$ cat config.mk
export PLATFORM = sky130hd
export DESIGN_NAME = rf_downlink_ppm_decoder
export DESIGN_NICKNAME = d
export VERILOG_FILES = /design/src/include/rf_ppm_pkg.sv /design/src/design/pin_sync.sv /design/src/design/rf_downlink_ppm_decoder.sv
export SDC_FILE = /design/constraint.sdc
export NUM_CORES = 1
export LEC_CHECK = 0
export BUFFER_PORTS_ARGS = -buffer_cell sky130_fd_sc_hd__buf_2
export CORE_AREA = 2 2 129 131
export DETAILED_ROUTE_END_ITERATION = 8
export DIE_AREA = 0 0 131 133
export PLACE_DENSITY = 0.52
export SETUP_SLACK_MARGIN = 0.4
export SYNTH_ARGS = -nofsm -noshare
export SYNTH_HDL_FRONTEND = slang
export SYNTH_SLANG_ARGS = --single-unit
export TNS_END_PERCENT = 20
$ cat constraint.sdc
create_clock -name ref_clk -period 2.4 [get_ports ref_clk]
set_input_delay 0.36 -clock ref_clk [delete_from_list [all_inputs] [get_ports ref_clk]]
set_output_delay 0.36 -clock ref_clk [all_outputs]
set_load 0.05 [all_outputs]
$ cat src/include/rf_ppm_pkg.sv
// Constants and types shared by the downlink pulse-position decoder
package rf_ppm_pkg;
    // Reference clock
    localparam int unsigned CLK_NS        = 50;
    // Carrier-cycle timing of the pulse-position symbols
    localparam int unsigned SLOT_NS_X100  = 1888;       // 18.88 us slot
    localparam int unsigned SLOT_CYC      = 256;        // carrier cycles per slot
    localparam int unsigned BYTE256_US_X1000 = 4833000; // 4.833 ms per byte, 1 of 256
    localparam int unsigned BYTE4_NS_X100 = 30208;      // 302.08 us per byte, 1 of 4
    localparam int unsigned RATE256_DIV   = 8192;       // carrier divider per bit, 1 of 256
    localparam int unsigned RATE4_DIV     = 512;        // carrier divider per bit, 1 of 4
    localparam logic [15:0] HALF_CYC      = 16'h0080;   // first half of a slot ends here
    localparam logic [15:0] SYM4_LAST     = 16'h03ff;   // 4 slots of 256 carrier cycles
    localparam logic [15:0] SYM256_LAST   = 16'hffff;   // 256 slots of 256 carrier cycles
    // Start delimiter shape, carrier cycles from the first pause
    localparam logic [15:0] SOF_LAST      = 16'h03ff;
    localparam logic [15:0] SOF4_GAP      = 16'h0300;
    localparam logic [15:0] SOF256_GAP    = 16'h0200;
    localparam logic [15:0] SOF_TOL_DEF   = 16'h0010;
    // Receiver hold-offs
    localparam int unsigned POWERUP_NS    = 100000;     // 0.1 ms
    localparam int unsigned TURN_NS       = 311500;     // 311.5 us
    localparam int unsigned POWERUP_CYC   = (POWERUP_NS + CLK_NS - 1) / CLK_NS;
    localparam int unsigned TURN_CYC_DEF  = TURN_NS / CLK_NS;
    localparam int unsigned HOLD_W        = 13;
    // Reference cycles without a carrier edge before a tick is filled in
    localparam logic [7:0]  FLY_GAP_DEF   = 8'h0c;

    typedef enum logic [3:0] {
        ST_HOLD = 4'b0001,
        ST_IDLE = 4'b0010,
        ST_SOF  = 4'b0100,
        ST_DATA = 4'b1000
    } rx_state_e;

    typedef struct packed {
        logic [7:0] data;
        logic       valid;
        logic       sof;
        logic       eof;
        logic       err;
        logic       mode4;
        logic       ready;
    } rx_out_s;
endpackage : rf_ppm_pkg

$ cat src/design/pin_sync.sv
// Two-flop synchroniser with edge detection for one asynchronous pin
module pin_sync (
    input  wire logic ref_clk, // Reference clock
    input  wire logic nrst,    // Async reset, active low
    input  wire logic pin,     // Asynchronous input
    output logic      level,   // Synchronised level
    output logic      rise,    // One-cycle pulse on rising edge
    output logic      fall     // One-cycle pulse on falling edge
);
    logic stage1_q;
    logic stage2_q;
    logic last_q;

    always_ff @(posedge ref_clk or negedge nrst) begin
        if (!nrst) begin
            stage1_q <= 1'b0;
            stage2_q <= 1'b0;
            last_q   <= 1'b0;
        end else begin
            stage1_q <= pin;
            stage2_q <= stage1_q;
            last_q   <= stage2_q;
        end
    end

    assign level = stage2_q;
    assign rise  = stage2_q & ~last_q;
    assign fall  = ~stage2_q & last_q;
endmodule : pin_sync

$ cat src/design/rf_downlink_ppm_decoder.sv
// Downlink pulse-position decoder: pauses timed on the carrier become bytes
// How it works
// - Pauses of either modulation depth are accepted; carrier gaps are bridged.
// - 1-of-256: one pause among 256 slots of 256 carrier cycles gives a byte.
// - 1-of-256 byte lasts 65536 carrier cycles, carrier over 8192 per bit.
// - Slot index is the value: first slot 00h, last slot FFh.
// - 1-of-4: one pause among 4 slots of 256 carrier cycles gives two bits.
// - Four pairs build a byte, first pair into the least significant bits.
// - 1-of-4 byte lasts 4096 carrier cycles, carrier over 512 per bit.
// - Frames are bounded by delimiters made from coding violations.
// - Receiver is ready again 311.5 us after a response ends, not sooner.
// - Receiver is ready 0.1 ms after the field switches on.
// - Reader talks first; no reception while the tag transmits.
// - Start delimiter shape selects 1-of-256 or 1-of-4.
// - One end delimiter shape serves both modes.
module rf_downlink_ppm_decoder
    import rf_ppm_pkg::*;
#(
    parameter int unsigned TURN_CYC = TURN_CYC_DEF, // Turnaround hold-off in reference cycles
    parameter logic [7:0]  FLY_GAP  = FLY_GAP_DEF,  // Missing-carrier fill-in distance
    parameter logic [15:0] SOF_TOL  = SOF_TOL_DEF   // Delimiter pause tolerance, carrier cycles
) (
    input  wire logic ref_clk,    // 20 MHz reference clock
    input  wire logic nrst,       // Async reset, active low
    input  wire logic carrierClk, // Carrier from the antenna, asynchronous
    input  wire logic pauseN,     // Demodulated pause, low during a pause, asynchronous
    input  wire logic fieldOn,    // Field present, asynchronous
    input  wire logic txBusy,     // Uplink response in progress, same clock
    output rx_out_s   rxOut       // Decoded byte and frame flags
);
    logic      carLevel;
    logic      carRise;
    logic      pauseLevel;
    logic      pauseFall;
    logic      fieldLvl;
    logic      tick;

    pin_sync u_car_sync (
        .ref_clk (ref_clk),
        .nrst    (nrst),
        .pin     (carrierClk),
        .level   (carLevel),
        .rise    (carRise),
        .fall    ()
    );

    pin_sync u_pause_sync (
        .ref_clk (ref_clk),
        .nrst    (nrst),
        .pin     (pauseN),
        .level   (pauseLevel),
        .rise    (),
        .fall    (pauseFall)
    );

    pin_sync u_field_sync (
        .ref_clk (ref_clk),
        .nrst    (nrst),
        .pin     (fieldOn),
        .level   (fieldLvl),
        .rise    (),
        .fall    ()
    );

    // Carrier tick with fill-in
    logic [7:0] gap_q;
    logic [7:0] gap_d;
    logic [7:0] per_q;
    logic [7:0] per_d;
    logic       fly_q;
    logic       fly_d;
    logic       flyTick;

    // bridge carrier gaps
    // A full-depth pause stops the carrier; fill-in keeps the slot count running.
    // First fill-in waits FLY_GAP, later ones follow the learnt period, so no tick is lost
    always_comb begin
        flyTick = fly_q ? (gap_q >= per_q) : (gap_q == FLY_GAP);
        tick    = carRise | flyTick;
        gap_d   = tick ? 8'h00 : gap_q + 8'h01;
        per_d   = per_q;
        fly_d   = fly_q;
        if (carRise) begin
            fly_d = 1'b0;
            // Period only trusted between two real edges
            if (!fly_q) begin
                per_d = gap_q;
            end
        end else if (flyTick) begin
            fly_d = 1'b1;
        end
    end

    always_ff @(posedge ref_clk or negedge nrst) begin
        if (!nrst) begin
            gap_q <= 8'h00;
            per_q <= FLY_GAP;
            fly_q <= 1'b1;
        end else begin
            gap_q <= gap_d;
            per_q <= per_d;
            fly_q <= fly_d;
        end
    end

    // Decoder state
    rx_state_e         state_q;
    rx_state_e         state_d;
    logic [15:0]       pos_q;
    logic [15:0]       pos_d;
    logic              got_q;
    logic              got_d;
    logic [7:0]        val_q;
    logic [7:0]        val_d;
    logic [1:0]        pair_q;
    logic [1:0]        pair_d;
    logic [7:0]        sh_q;
    logic [7:0]        sh_d;
    logic              mode4_q;
    logic              mode4_d;
    logic [HOLD_W-1:0] hold_q;
    logic [HOLD_W-1:0] hold_d;
    logic              pwr_q;
    logic              pwr_d;
    rx_out_s           out_q;
    rx_out_s           out_d;
    logic [HOLD_W-1:0] holdTarget;
    logic [15:0]       symLast;
    logic              near4;
    logic              near256;

    always_comb begin
        state_d    = state_q;
        pos_d      = pos_q;
        got_d      = got_q;
        val_d      = val_q;
        pair_d     = pair_q;
        sh_d       = sh_q;
        mode4_d    = mode4_q;
        hold_d     = hold_q;
        pwr_d      = pwr_q;
        out_d      = out_q;
        out_d.valid = 1'b0;
        out_d.sof   = 1'b0;
        out_d.eof   = 1'b0;
        out_d.err   = 1'b0;
        holdTarget = pwr_q ? HOLD_W'(POWERUP_CYC) : HOLD_W'(TURN_CYC);
        symLast    = mode4_q ? SYM4_LAST : SYM256_LAST;
        near4      = (pos_q >= SOF4_GAP - SOF_TOL) && (pos_q <= SOF4_GAP + SOF_TOL);
        near256    = (pos_q >= SOF256_GAP - SOF_TOL) && (pos_q <= SOF256_GAP + SOF_TOL);
        if (tick) begin
            pos_d = pos_q + 16'h0001;
        end
        case (state_q)
            ST_HOLD: begin
                hold_d = hold_q + HOLD_W'(1);
                if (hold_q >= holdTarget) begin
                    state_d = ST_IDLE;
                end
            end
            ST_IDLE: begin
                if (pauseFall) begin
                    state_d = ST_SOF;
                    pos_d   = 16'h0000;
                    got_d   = 1'b0;
                end
            end
            ST_SOF: begin
                if (pauseFall) begin
                    if (!got_q && near4) begin
                        mode4_d = 1'b1;
                        got_d   = 1'b1;
                    end else if (!got_q && near256) begin
                        mode4_d = 1'b0;
                        got_d   = 1'b1;
                    end else begin
                        out_d.err = 1'b1;
                        state_d   = ST_IDLE;
                    end
                end else if (tick && pos_q == SOF_LAST) begin
                    if (got_q) begin
                        state_d   = ST_DATA;
                        pos_d     = 16'h0000;
                        got_d     = 1'b0;
                        pair_d    = 2'd0;
                        out_d.sof = 1'b1;
                    end else begin
                        out_d.err = 1'b1;
                        state_d   = ST_IDLE;
                    end
                end
            end
            ST_DATA: begin
                if (pauseFall) begin
                    if (!got_q && pos_q[7]) begin
                        got_d = 1'b1;
                        val_d = pos_q[15:8];
                    end else if (!got_q && pos_q < HALF_CYC) begin
                        out_d.eof = 1'b1;
                        state_d   = ST_IDLE;
                    end else begin
                        out_d.err = 1'b1;
                        state_d   = ST_IDLE;
                    end
                end else if (tick && pos_q == symLast) begin
                    pos_d = 16'h0000;
                    got_d = 1'b0;
                    if (!got_q) begin
                        out_d.err = 1'b1;
                        state_d   = ST_IDLE;
                    end else if (!mode4_q) begin
                        out_d.data  = val_q;
                        out_d.valid = 1'b1;
                    end else begin
                        sh_d   = {val_q[1:0], sh_q[7:2]};
                        pair_d = pair_q + 2'd1;
                        if (pair_q == 2'd3) begin
                            out_d.data  = {val_q[1:0], sh_q[7:2]};
                            out_d.valid = 1'b1;
                        end
                    end
                end
            end
            default: begin
                state_d = ST_HOLD;
            end
        endcase
        // receiver blind while answering; field loss restarts power-up
        if (!fieldLvl || txBusy) begin
            state_d     = ST_HOLD;
            hold_d      = '0;
            pwr_d       = !fieldLvl;
            out_d.valid = 1'b0;
            out_d.sof   = 1'b0;
            out_d.eof   = 1'b0;
            out_d.err   = 1'b0;
        end
        out_d.mode4 = mode4_d;
        out_d.ready = (state_d != ST_HOLD);
    end

    always_ff @(posedge ref_clk or negedge nrst) begin
        if (!nrst) begin
            state_q <= ST_HOLD;
            pos_q   <= 16'h0000;
            got_q   <= 1'b0;
            val_q   <= 8'h00;
            pair_q  <= 2'd0;
            sh_q    <= 8'h00;
            mode4_q <= 1'b0;
            hold_q  <= '0;
            pwr_q   <= 1'b1;
            out_q   <= '0;
        end else begin
            state_q <= state_d;
            pos_q   <= pos_d;
            got_q   <= got_d;
            val_q   <= val_d;
            pair_q  <= pair_d;
            sh_q    <= sh_d;
            mode4_q <= mode4_d;
            hold_q  <= hold_d;
            pwr_q   <= pwr_d;
            out_q   <= out_d;
        end
    end

    assign rxOut = out_q;

    // Checking helpers: cycles since field on, cycles of turnaround wait
    logic [HOLD_W:0] fieldAge_q;
    logic [HOLD_W:0] turnAge_q;

    always_ff @(posedge ref_clk or negedge nrst) begin
        if (!nrst) begin
            fieldAge_q <= '0;
            turnAge_q  <= '0;
        end else begin
            fieldAge_q <= !fieldLvl ? '0 : (&fieldAge_q ? fieldAge_q : fieldAge_q + (HOLD_W+1)'(1));
            turnAge_q  <= (state_q == ST_HOLD && !pwr_q && !txBusy && fieldLvl)
                          ? turnAge_q + (HOLD_W+1)'(1) : '0;
        end
    end

    a_byte_strobe: assert property (@(posedge ref_clk) disable iff (!nrst)
        out_q.valid |=> !out_q.valid) else $error("byte strobe longer than one cycle");
    a_powerup_wait: assert property (@(posedge ref_clk) disable iff (!nrst)
        out_q.ready |-> fieldAge_q >= (HOLD_W+1)'(POWERUP_CYC)) else $error("ready before power-up delay");
    a_turn_bound: assert property (@(posedge ref_clk) disable iff (!nrst)
        turnAge_q <= (HOLD_W+1)'(TURN_CYC + 2)) else $error("turnaround hold-off too long");
    a_tx_blind: assert property (@(posedge ref_clk) disable iff (!nrst)
        txBusy |=> !out_q.ready && !out_q.valid) else $error("receiving while transmitting");
    a_second_half: assert property (@(posedge ref_clk) disable iff (!nrst)
        (state_q == ST_DATA && $rose(got_q)) |-> $past(pos_q[7])) else $error("pause taken in first half");
    a_pair_count: assert property (@(posedge ref_clk) disable iff (!nrst)
        (out_q.valid && out_q.mode4) |-> $past(pair_q) == 2'd3 && pair_q == 2'd0)
        else $error("1-of-4 byte not from four pairs");
    a_sof_enters: assert property (@(posedge ref_clk) disable iff (!nrst)
        out_q.sof |-> state_q == ST_DATA && pos_q <= 16'h0001 && $past(got_q))
        else $error("frame start without delimiter");
    a_frame_close: assert property (@(posedge ref_clk) disable iff (!nrst)
        (out_q.eof || out_q.err) |-> state_q != ST_DATA) else $error("frame not closed");
endmodule : rf_downlink_ppm_decoder

Yosys cells after proc, flatten, opt, wreduce, memory -nomap -nowiden
Index checks and enable logic that the tools add are counted.

cells by class
  reduce and logical (&&, ||, !) cells = 23
  div/mod/pow operators = 0
  $mul = 0
  muxes and demuxes = 72
  add/sub/neg operators = 4
  magnitude comparators = 7
  equal/unequal tests = 22
  shift operators = 0
  bitwise logic cells = 7

operators with widths
  operator               count
  $mux 16                8
  $mux 4                 13
  $pmux 16 s3            1
  $mux 13                3
  $le 16x10->1 const B   2
  $mux 1                 32
  $mux 9                 2
  $add 16x1->16 const B  1
  $eq 16x10->1 const B   1
  $eq 16x16->1           1
  $ge 16x10->1 const B   1
  $ge 16x9->1 const B    1
  $lt 16x8->1 const B    1
  $mux 2                 8
  $ne 2x2->1 const B     8
  $pmux 4 s4             1
  $add 13x1->13 const B  1
  $ge 13x13->1           1
  $reduce_and 5->1       2
  $ne 3x3->1 const B     3
  $add 8x1->8 const B    1
  $eq 8x4->1 const B     1
  $ge 8x8->1             1
  $logic_and 1x1->1      8
  24 further kinds       33

word-level totals
  bits in read-only memories = 0
  bits in registers = 92
  bits in latches = 0
  output and inout bits = 14
  RAM bits = 0
  word-level logic and storage cells = 161
  input bits = 6
  memories = 0

Longest topological paths before layout
Gate-level depths: netlist of the first run.

  depth after elaboration = 9
  gate-level depth with buffers = 11

Cells and area by module
From an unflattened synthesis of the first run, not the netlist that was laid out.

unflattened totals
  cells, all modules = 465
  area total of the unflattened synthesis = 4713.3 µm²

by module, submodules not included
  module                   area an instance (µm²)  cells an instance  sequential area each (µm²)  instances
  rf_downlink_ppm_decoder  4443.0                  450                2058.2                      1
  pin_sync                 90.1                    5                  75.1                        3

Worst setup path after synthesis of the first run
Ideal clock, no wire load.

  path type = register to register
  from = reg gap_q[0]
  to = reg pos_q[0]
  cell stages (with the launch flop) = 12
  data required time = 2271 ps
  arrival = 2205 ps
  setup time = 129 ps
  slack = 66 ps
  buffers on the path = 3
  path through = dfrtp_1 > inv_1 > ha_1 > nand2b_1 > a2111oi_1 > o21ba_1 > o21ai_2 > buf_2 > buf_2 > buf_2 > xnor2_1 > nor2_1

on the way
  cells in the longest elaborated chain, start to end = 8

RTL lines
  item                                             line                            RTL
  from (decl)                                      rf_downlink_ppm_decoder.sv:66   logic [7:0] gap_q;
  from (signal assigned)                           rf_downlink_ppm_decoder.sv:100  gap_q <= gap_d;
  $ge 8x8->1 / $eq 8x4->1 (equally long branches)  rf_downlink_ppm_decoder.sv:78   flyTick = fly_q ? (gap_q >= per_q) : (gap_q == FLY_GAP);
  $mux 1 *                                         rf_downlink_ppm_decoder.sv:78
  $or 1x1->1 *                                     rf_downlink_ppm_decoder.sv:79   tick = carRise | flyTick;
  $mux 16                                          rf_downlink_ppm_decoder.sv:151  if (tick) begin
  $mux 16                                          rf_downlink_ppm_decoder.sv:181  if (got_q) begin
  $mux 16                                          rf_downlink_ppm_decoder.sv:180  end else if (tick && pos_q == SOF_LAST) begin
  $mux 16                                          rf_downlink_ppm_decoder.sv:169  if (pauseFall) begin
  $pmux 16 s3 *                                    rf_downlink_ppm_decoder.sv:154  case (state_q)
  named net pos_d[0]                               rf_downlink_ppm_decoder.sv:110  logic [15:0] pos_d;
  to (signal assigned)                             rf_downlink_ppm_decoder.sv:256  pos_q <= pos_d;
  to (decl)                                        rf_downlink_ppm_decoder.sv:109  logic [15:0] pos_q;

The timed path passes the listed nets; every way through them passes the cells marked *.
A chain may end at the register's enable or synchronous reset.

Worst setup path in the final report of the first run
  from = reg per_q[2]
  to = reg pos_q[11]

on the way
  cells in the longest elaborated chain, start to end = 8

RTL lines
  item                    line                            RTL
  from (decl)             rf_downlink_ppm_decoder.sv:68   logic [7:0] per_q;
  from (signal assigned)  rf_downlink_ppm_decoder.sv:101  per_q <= per_d;
  $ge 8x8->1 *            rf_downlink_ppm_decoder.sv:78
  $mux 1 *                rf_downlink_ppm_decoder.sv:78
  $or 1x1->1 *            rf_downlink_ppm_decoder.sv:79
  $mux 16                 rf_downlink_ppm_decoder.sv:151
  $mux 16                 rf_downlink_ppm_decoder.sv:181
  $mux 16                 rf_downlink_ppm_decoder.sv:180
  $mux 16                 rf_downlink_ppm_decoder.sv:169
  $pmux 16 s3 *           rf_downlink_ppm_decoder.sv:154
  named net pos_d[11]     rf_downlink_ppm_decoder.sv:110

Marks and branches as above.

==> flow_summary.yaml, run 1 <==
critical_path:
  cp.depth: 9
  required_ns: 2.68
  path_buf_inv: 1
  worst-setup-path-type: "reg2reg"
  rr_startpoint: "per_q[2]"
  worstPathArrival_ns: 2.75
  cp-end-kind: "register"
  cp_cell_sequence: "inv_2 > ha_4 > or3_1 > o211ai_1 > o21ba_2 > o21ai_4 > or4b_4 > or3_4 > a21oi_2"
  r2r_slack_ns: -0.07
  rr_endpoint: "pos_q[11]"
  slowest_delay_ns: 0.53
  startpoint_type: "register"
  cp_slowest_cell: "dfstp_2"
  worstPathMaxFanout: 5
  cp_top_family: "simple AND/OR/NAND/NOR gates"
  worst-r2r-cell-count: 9
drt:
  wirelength_um: 10870
  viasPerCell: 4.903
  dr.pass1.iters: 4
  wire_per_inst_um: 14.09
  drtIter0Drc: 172
  drc: 0
  routed-via-count: 3780
  ant_nets: 0
global_route:
  grt.total_usage_pct: 13.28
  grt_pass1_vias: 3764
  grt_overflow: 0
  grt_max_degree: 57
  grt_pass1_wl_um: 18330
  grt_antenna_before_repair: 0
logic_synthesis:
  yosysMostFrequentCell: "dfrtp_1"
  netlist.area_leader.share_pct: 44.77
  synth_compound_area_share_pct: 12.27
  synth_common_cells: "dfrtp_1 (85), nor2_1 (48), nand2_1 (47)"
  synthArstFlopShare_pct: 100.0
  synthDistinctLibCells: 61
  synth_edf_count: 0
  synth_top_family_by_area: "simple AND/OR/NAND/NOR gates"
  synth.area.mux_share_pct: 3.292
  synth_xor_area_share_pct: 5.162
  syn_area_sq_um: 4751
  yosys_warnings: 0
  synth_nets: 517
  avgSynthCellArea_sq_um: 9.715
  ys_top_cells_by_area: "dfrtp_1 (45%), ha_1 (5.8%), o21ai_0 (3.8%)"
  synthAdderAreaFrac_pct: 5.794
  syn_inst: 489
  yosys.area.top_type: "dfrtp_1"
  synth-simple-area-share_pct: 21.99
  ys_seq_elements: 90
  synth.yosys.seq_area_share_pct: 47.54
  synth_ff_type: "dfrtp_1"
final_layout:
  drive_gt1_share_pct: 31.76
  fillCellCount: 1607
  finalNonFillerCells: 771
  area_growth_pct: 29.55
  nets: 574
  n_antenna_cell: 0
timing:
  setup-tns-final_ns: -0.1009
  hold_viol: 0
  fmax_ghz: 0.4054
  relSlewSlack_pct: 52.12
  min_period_over_period_pct: 102.8
  tightest_slew_ns: 0.7082
  setup_viol: 2
  rsz0062_at_grt: "true"
  fin_ws_ns: -0.06682
  layout_min_cycle_time_ns: 2.467
  skew_ns: 0.009465
  slew_violations: 0
placement:
  dp.final_hpwl_um: 7463
  io_buffers: 19
  dp.cells: 744
  routabilityCongestion: 0.8279
hold_path:
  hold_end: "u_field_sync.stage1_q"
  hold_depth: 1
  min-delay-start: "fieldOn"
  hold_class: "in2reg"
power:
  power.leakage_uw: 0.002645
  peakVddDrop_uv: 383.9
  total_power_uw: 4297
  power_density_nw_per_um2: 698.1
cts:
  clk_path_buf_depth: 2
  clkLatencyLatePin_ns: 0.35
  cts_root_buf: "clkbuf_16"
  cts_tree: "yes"
  clock-sinks: 90
  cts_made_buffers: 9
  clk_pin_slew_worst_paths_ns: 0.07
  htreeDepth: 3
flow_run:
  max_cap_viol_count: 0
die:
  die-area_sq_um: 17420
  die-height_um: 133
  initial_core_util_pct: 29.38
  die_w_um: 131
  rows: 47
  core_area_sq_um: 16170
  num_io_pins: 20
outcome:
  status: "finished with violations"
  violations: "negative setup slack"
[state kept, by name, summed over array words and instances (netlist names), 4 cells and up]
signal	flops
pos_q	16
gap_q	8
rxOut	14
hold_q	13
sh_q	6
state_q	4
per_q	8
val_q	8
[routing by layer]
| metal | GRT usage [%] | vias up | part of all wire [%] | wire length, um |
|---|---|---|---|---|
| met1 | 17.48 | 1870 | 46 | 5007 |
| met3 | 3.275 | 18 | 2.9 | 310 |
| met2 | 20.87 | 67 | 49 | 5342 |
| li1 | - | 1825 | - | - |
| met4 | 5.260 | 0 | 1.9 | 204 |
| met5 | 0 | - | 0 | 0 |
[per-stage QoR]
step           hold slack [ns]  utilization, %  setup slack [ns]  cell area (sq um)
6_report                0.1114           38.06          -0.06682               6155
5_1_grt                0.09232           38.06           -0.1437               6155
4_1_cts                0.09119           36.89          -0.07069               5966
3_5_place_dp            0.3385           32.94           -0.1381               5326
3_3_place_gp            0.3366           32.94          -0.09279               5326
2_1_floorplan          0.06441               -            0.1460               4773
[cell type report]
cell class                 count  area (sq um)  area share, %
multi-input combinational    353          2651          43.08
sequential                    90          2260          36.71
timing repair buffer          64         540.5          8.782
tap                          220         275.3          4.472
clock buffer                  11         252.7          4.107
inverter                      28         107.6          1.748
clock inverter                 5         67.56          1.098
[worst max-delay path by stage]
stage | startpoint | end
3_5_place_dp | per_q[2] | pos_q[9]
5_1_grt | per_q[2] | pos_q[11]
3_3_place_gp | per_q[2] | pos_q[1]
6_report | per_q[2] | pos_q[11]
4_1_cts | per_q[2] | pos_q[11]
2_1_floorplan | per_q[2] | pos_q[11]
[cells in the final DEF, fill, tap and decap left out, drive strengths merged, types with 6 or more instances in the layout]
master / n
inv: 31
or3: 8
buf: 63
xnor2: 9
mux2: 13
nand2: 47
a21oi: 27
nor2: 49
nor2b: 14
ha: 22
dfrtp: 85
xor2: 19
o211ai: 6
nand3: 17
o21ai: 37
nand4: 19
nor3: 10
clkbuf: 11
[repair_timing]
item	CTS	global route
cloned	1	0
buffers inserted	6	3
endpoints found under the setup margin	49	51
gates resized for setup	66	39
pin swaps	32	32
hold buffers	1	0
endpoints found under the hold margin	31	0
[cell families after synthesis]
family	count (synthesis)
compound gates	94
xor+xnor	28
fa+ha+maj	22
buf+inv	46
flops	90
mux	14
simple gates	195
[power by group]
group	total [uW]	internal (uW)	switching, uW
registers	1760	1650	115
clock network	1510	881	629
logic	1020	518	507
total	4300	3050	1250
No activity file was read; power rests on OpenSTA's default activity.
==> run 2: changes to the inputs <==
--- a/config.mk
+++ b/config.mk
@@ -10,5 +10,5 @@
 export DETAILED_ROUTE_END_ITERATION = 8
 export DIE_AREA = 0 0 131 133
-export PLACE_DENSITY = 0.52
+export PLACE_DENSITY = 0.5
 export SETUP_SLACK_MARGIN = 0.4
 export SYNTH_ARGS = -nofsm -noshare
==> constraint.sdc (replaced) <==
create_clock -name ref_clk -period 3.14 [get_ports ref_clk]
set_input_delay 0.471 -clock ref_clk [delete_from_list [all_inputs] [get_ports ref_clk]]
set_output_delay 0.471 -clock ref_clk [all_outputs]
set_load 0.005 [all_outputs]
==> flow_summary.yaml, run 2 (synthesis gave the netlist of run 1 again) <==
global_route:
  grt.total_usage_pct: 12.41
  grt_overflow: 0
  grt_pass1_wl_um: 17030
  grt_max_degree: 54
  grt_pass1_vias: 3521
  grt_antenna_before_repair: 0
power:
  share_comb_of_total_power_pct: 14.2
  netSwitchingFraction_pct: 27.25
  p_sw_uw: 810.0
  peakVddDrop_uv: 299.4
  pwr-share-clk_pct: 39.8
  power.leakage_uw: 0.002418
  power_frac_seq_pct: 46.1
  power_density_nw_per_um2: 545.7
  total_power_uw: 2973
  intPower_uw: 2163
timing:
  rsz0062_at_grt: "true"
  relSlewSlack_pct: 50.73
  slew_violations: 0
  hold_viol: 0
  skew_ns: 0.007998
  tightest_slew_ns: 0.7390
  setup_viol: 0
  layout_min_cycle_time_ns: 2.714
  fmax_ghz: 0.3684
  setup-tns-final_ns: 0
  min_period_over_period_pct: 86.45
die:
  die_w_um: 131
  core_area_sq_um: 16170
  die-area_sq_um: 17420
  initial_core_util_pct: 29.38
  rows: 47
  die-height_um: 133
  num_io_pins: 20
cts:
  htreeDepth: 3
  cts_setup_buffers: 0
  cts_tree: "yes"
  cts_root_buf: "clkbuf_16"
  clk_path_buf_depth: 2
  cts_resized: 0
  clk_pin_slew_worst_paths_ns: 0.06
  ctsHoldBuffers: 0
  cts_made_buffers: 9
  clkLatencyLatePin_ns: 0.35
  clock-sinks: 90
drt:
  dr.pass1.iters: 4
  wire_per_inst_um: 13.54
  viasPerCell: 4.810
  wirelength_um: 9928
  routed-via-count: 3526
  drtIter0Drc: 223
  ant_nets: 0
  drc: 0
final_layout:
  final_cell_mix: "dfrtp_1 (85), nor2_1 (48), nand2_1 (47)"
  layout.cells.most_common: "dfrtp_1"
  final_util_pct: 33.69
  area_growth_pct: 14.67
  nets: 536
  n_antenna_cell: 0
  drive_gt1_share_pct: 15.20
  largest_register_ffs: 16
  finalNonFillerCells: 733
  regMostFlops: "pos_q"
critical_path:
  cpMostUsedCell: "or3_1"
  worstPathMaxFanout: 11
  cp_slowest_cell: "or4b_4"
  startpoint_type: "register"
  cp.depth: 9
  worst-r2r-cell-count: 9
  worstPathArrival_ns: 2.99
  cp-end-kind: "register"
  cp_top_family: "simple AND/OR/NAND/NOR gates"
  rr_startpoint: "per_q[2]"
  r2r_slack_ns: 0.43
  cp_cell_sequence: "inv_1 > ha_1 > or3_1 > o211ai_1 > o21ba_1 > o21ai_2 > or4b_4 > or3_1 > a21oi_1"
  required_ns: 3.42
  slowest_delay_ns: 0.55
  worst-setup-path-type: "reg2reg"
  rr_endpoint: "pos_q[11]"
  path_buf_inv: 1
placement:
  dp.final_hpwl_um: 6993
  io_buffers: 19
  routabilityCongestion: 0.7843
  dp.cells: 716
hold_path:
  hold_class: "in2async"
outcome:
  status: "finished, final reports clean"
flow_run:
  max_cap_viol_count: 0
## run 2: layout make-up
cell class                 count  area (sq um)
fill                        1650         10720
multi-input combinational    353          2305
sequential                    90          2258
tap                          220         275.3
clock buffer                  10         239.0
timing repair buffer          26         175.2
inverter                      28         105.1
clock inverter                 6         90.09
## run 2: worst max path at each step
stage          startpoint        end  slack [ns]
4_1_cts          per_q[2]    sh_q[2]        0.41
3_5_place_dp     per_q[2]    sh_q[5]        0.42
6_report         per_q[2]  pos_q[11]        0.43
5_1_grt          per_q[2]    sh_q[6]        0.24
3_3_place_gp     per_q[2]    sh_q[7]        0.49
2_1_floorplan    gap_q[0]   pos_q[0]        0.81
## run 2: metal layers
metal | vias up | wire [um] | track usage, % | share of wire (%)
met5 | - | 0 | 0 | 0
met4 | 0 | 112 | 3.723 | 1.1
met3 | 8 | 280 | 4.003 | 2.8
met2 | 39 | 4813 | 19.63 | 48
met1 | 1723 | 4723 | 16.16 | 48
li1 | 1756 | - | - | -
## run 2: worst reg2reg max path: cells and delay by family (launching register included)
family / cells / cell delay, ns
AOI/OAI and AO/OA: 4 / 0.86
buffers and inverters: 1 / 0.04
adders and majority gates: 1 / 0.26
DFF: 1 / 0.51
and+or+nand+nor: 3 / 0.97
## run 2: power groups by stage
| stage | sequential, uW | combinational [uW] | clock [uW] |
|---|---|---|---|
| finish | 1370 | 421 | 1180 |
| floorplan | 1360 | 323 | 0 |
| global route | 1390 | 497 | 1290 |
| global placement | 1390 | 423 | 0 |
| CTS | 1370 | 431 | 1230 |
| detailed placement | 1390 | 428 | 0 |
## run 2: per-stage QoR
stage | hold WS, ns | area (sq um) | setup slack (ns)
after global routing | 0.1340 | 5448 | 0.2436
final | 0.09643 | 5448 | 0.4256
after global placement | 0.3363 | 5099 | 0.4881
after floorplan | 0.1754 | 4751 | 0.8056
after detailed placement | 0.3371 | 5099 | 0.4248
after CTS | 0.1159 | 5428 | 0.4083
==> run 3: changes to the inputs <==
- RECOVER_POWER: not set -> 50
==> flow_summary.yaml, run 3 (synthesis gave the netlist of run 1 again) <==
placement:
  io_buffers: 19
  dp.final_hpwl_um: 6993
  routabilityCongestion: 0.7843
  dpl-instance-area_sq_um: 5099
die:
  initial_core_util_pct: 29.38
  die_w_um: 131
  die-height_um: 133
  core_area_sq_um: 16170
  die-area_sq_um: 17420
  rows: 47
  num_io_pins: 20
critical_path:
  worst-setup-path-type: "reg2reg"
  worstPathMaxFanout: 11
  startpoint_type: "register"
  cp-end-kind: "register"
  worst-r2r-cell-count: 9
  worstPathArrival_ns: 2.99
  required_ns: 3.42
drt:
  viasPerCell: 4.810
  wirelength_um: 9926
  drtIter0Drc: 223
  ant_nets: 0
  wire_per_inst_um: 13.54
  drc: 0
  routed-via-count: 3526
  dr.pass1.iters: 4
outcome:
  status: "finished with violations"
  violations: "max-capacitance violations, max-slew violations"
timing:
  min_period_over_period_pct: 86.45
  setup_viol: 0
  setup-tns-final_ns: 0
  slew_violations: 38
  fmax_ghz: 0.3684
  rsz0062_at_grt: "true"
  skew_ns: 0.007998
  relSlewSlack_pct: -46.99
  layout_min_cycle_time_ns: 2.714
  tightest_slew_ns: 2.205
  hold_viol: 0
hold_path:
  hold_class: "in2reg"
  hold_depth: 1
cts:
  ctsHoldBuffers: 0
  cts_root_buf: "clkbuf_16"
  clk_pin_slew_worst_paths_ns: 0.07
  cts_tree: "yes"
  clock-sinks: 90
  cts_resized: 0
  htreeDepth: 3
  clkLatencyLatePin_ns: 0.35
  clk_path_buf_depth: 2
  cts_made_buffers: 9
final_layout:
  regMostFlops: "pos_q"
  final_cell_mix: "dfrtp_1 (85), nor2_1 (48), nand2_1 (47)"
  largest_register_ffs: 16
  area_growth_pct: 14.59
  drive_gt1_share_pct: 15.01
  postLayoutCellArea_sq_um: 5444
  n_antenna_cell: 0
  layout.cells.most_common: "dfrtp_1"
  nets: 536
flow_run:
  max_cap_viol_count: 1
power:
  peakVddDrop_uv: 299.4
  total_power_uw: 2972
  power_density_nw_per_um2: 546.0
  power.leakage_uw: 0.002415
global_route:
  grt_antenna_before_repair: 0
  grt_overflow: 0
  grt_pass1_wl_um: 17030
  grt_pass1_vias: 3521
  grt_max_degree: 54
  grt.total_usage_pct: 12.41
-- run 3: final cells by class --
| type | instances | area (sq um) |
|---|---|---|
| clock buffers | 10 | 239.0 |
| flip-flops and latches | 90 | 2258 |
| clock inverters | 6 | 90.09 |
| multi-input cells | 353 | 2305 |
| well taps | 220 | 275.3 |
| fillers | 1650 | 10730 |
| repair buffers | 26 | 171.4 |
| inverters | 28 | 105.1 |
-- run 3: path summary, 6_finish.rpt --
kind                                startpoint                     to  slack, ns
setup / recovery                      per_q[2]              pos_q[11]       0.43
hold / removal                         fieldOn  u_field_sync.stage1_q       0.22
setup reg to reg                      per_q[2]              pos_q[11]       0.43
hold reg to reg            u_car_sync.stage1_q       u_car_sync.level       0.34
max in group asynchronous                 nrst               gap_q[3]       1.11
min in group asynchronous                 nrst               rxOut[7]       0.77
-- run 3: through the flow --
| step | setup WS (ns) | util [%] | cells | hold WS (ns) |
|---|---|---|---|---|
| global placement | 0.4881 | 31.53 | 716 | 0.3363 |
| detailed placement | 0.4248 | 31.53 | 716 | 0.3371 |
| floorplan | 0.8056 | - | 489 | 0.1754 |
| CTS | 0.4083 | 33.56 | 732 | 0.1159 |
| finish | 0.4256 | 33.66 | 733 | 0.2224 |
| global route | 0.2436 | 33.66 | 733 | 0.2052 |
-- run 3: power breakdown --
part           internal (uW)  total (uW)  switching, uW
logic                    185         421            236
registers               1260        1370            112
clock network            720        1180            462
-- run 3: layer usage --
layer / part of all wire (%) / global-route usage (%) / up-vias
met2: 48 / 19.63 / 39
met1: 48 / 16.16 / 1723
met5: 0 / 0 / -
met3: 2.8 / 4.003 / 8
li1: - / - / 1756
met4: 1.1 / 3.723 / 0
-- run 3: what timing repair did --
action                                  CTS  global route
endpoints found under the setup margin    0            25
buffers inserted                          0             1
hold endpoints to repair                  0             0
-- run 3: worst max-delay path: stages (launching register included) --
cell and delay (ns):
dfstp_2 0.51, inv_1 0.04, ha_1 0.26, or3_1 0.09, o211ai_1 0.10, o21ba_1 0.19
o21ai_2 0.43, or4b_4 0.55, or3_1 0.33, a21oi_1 0.14
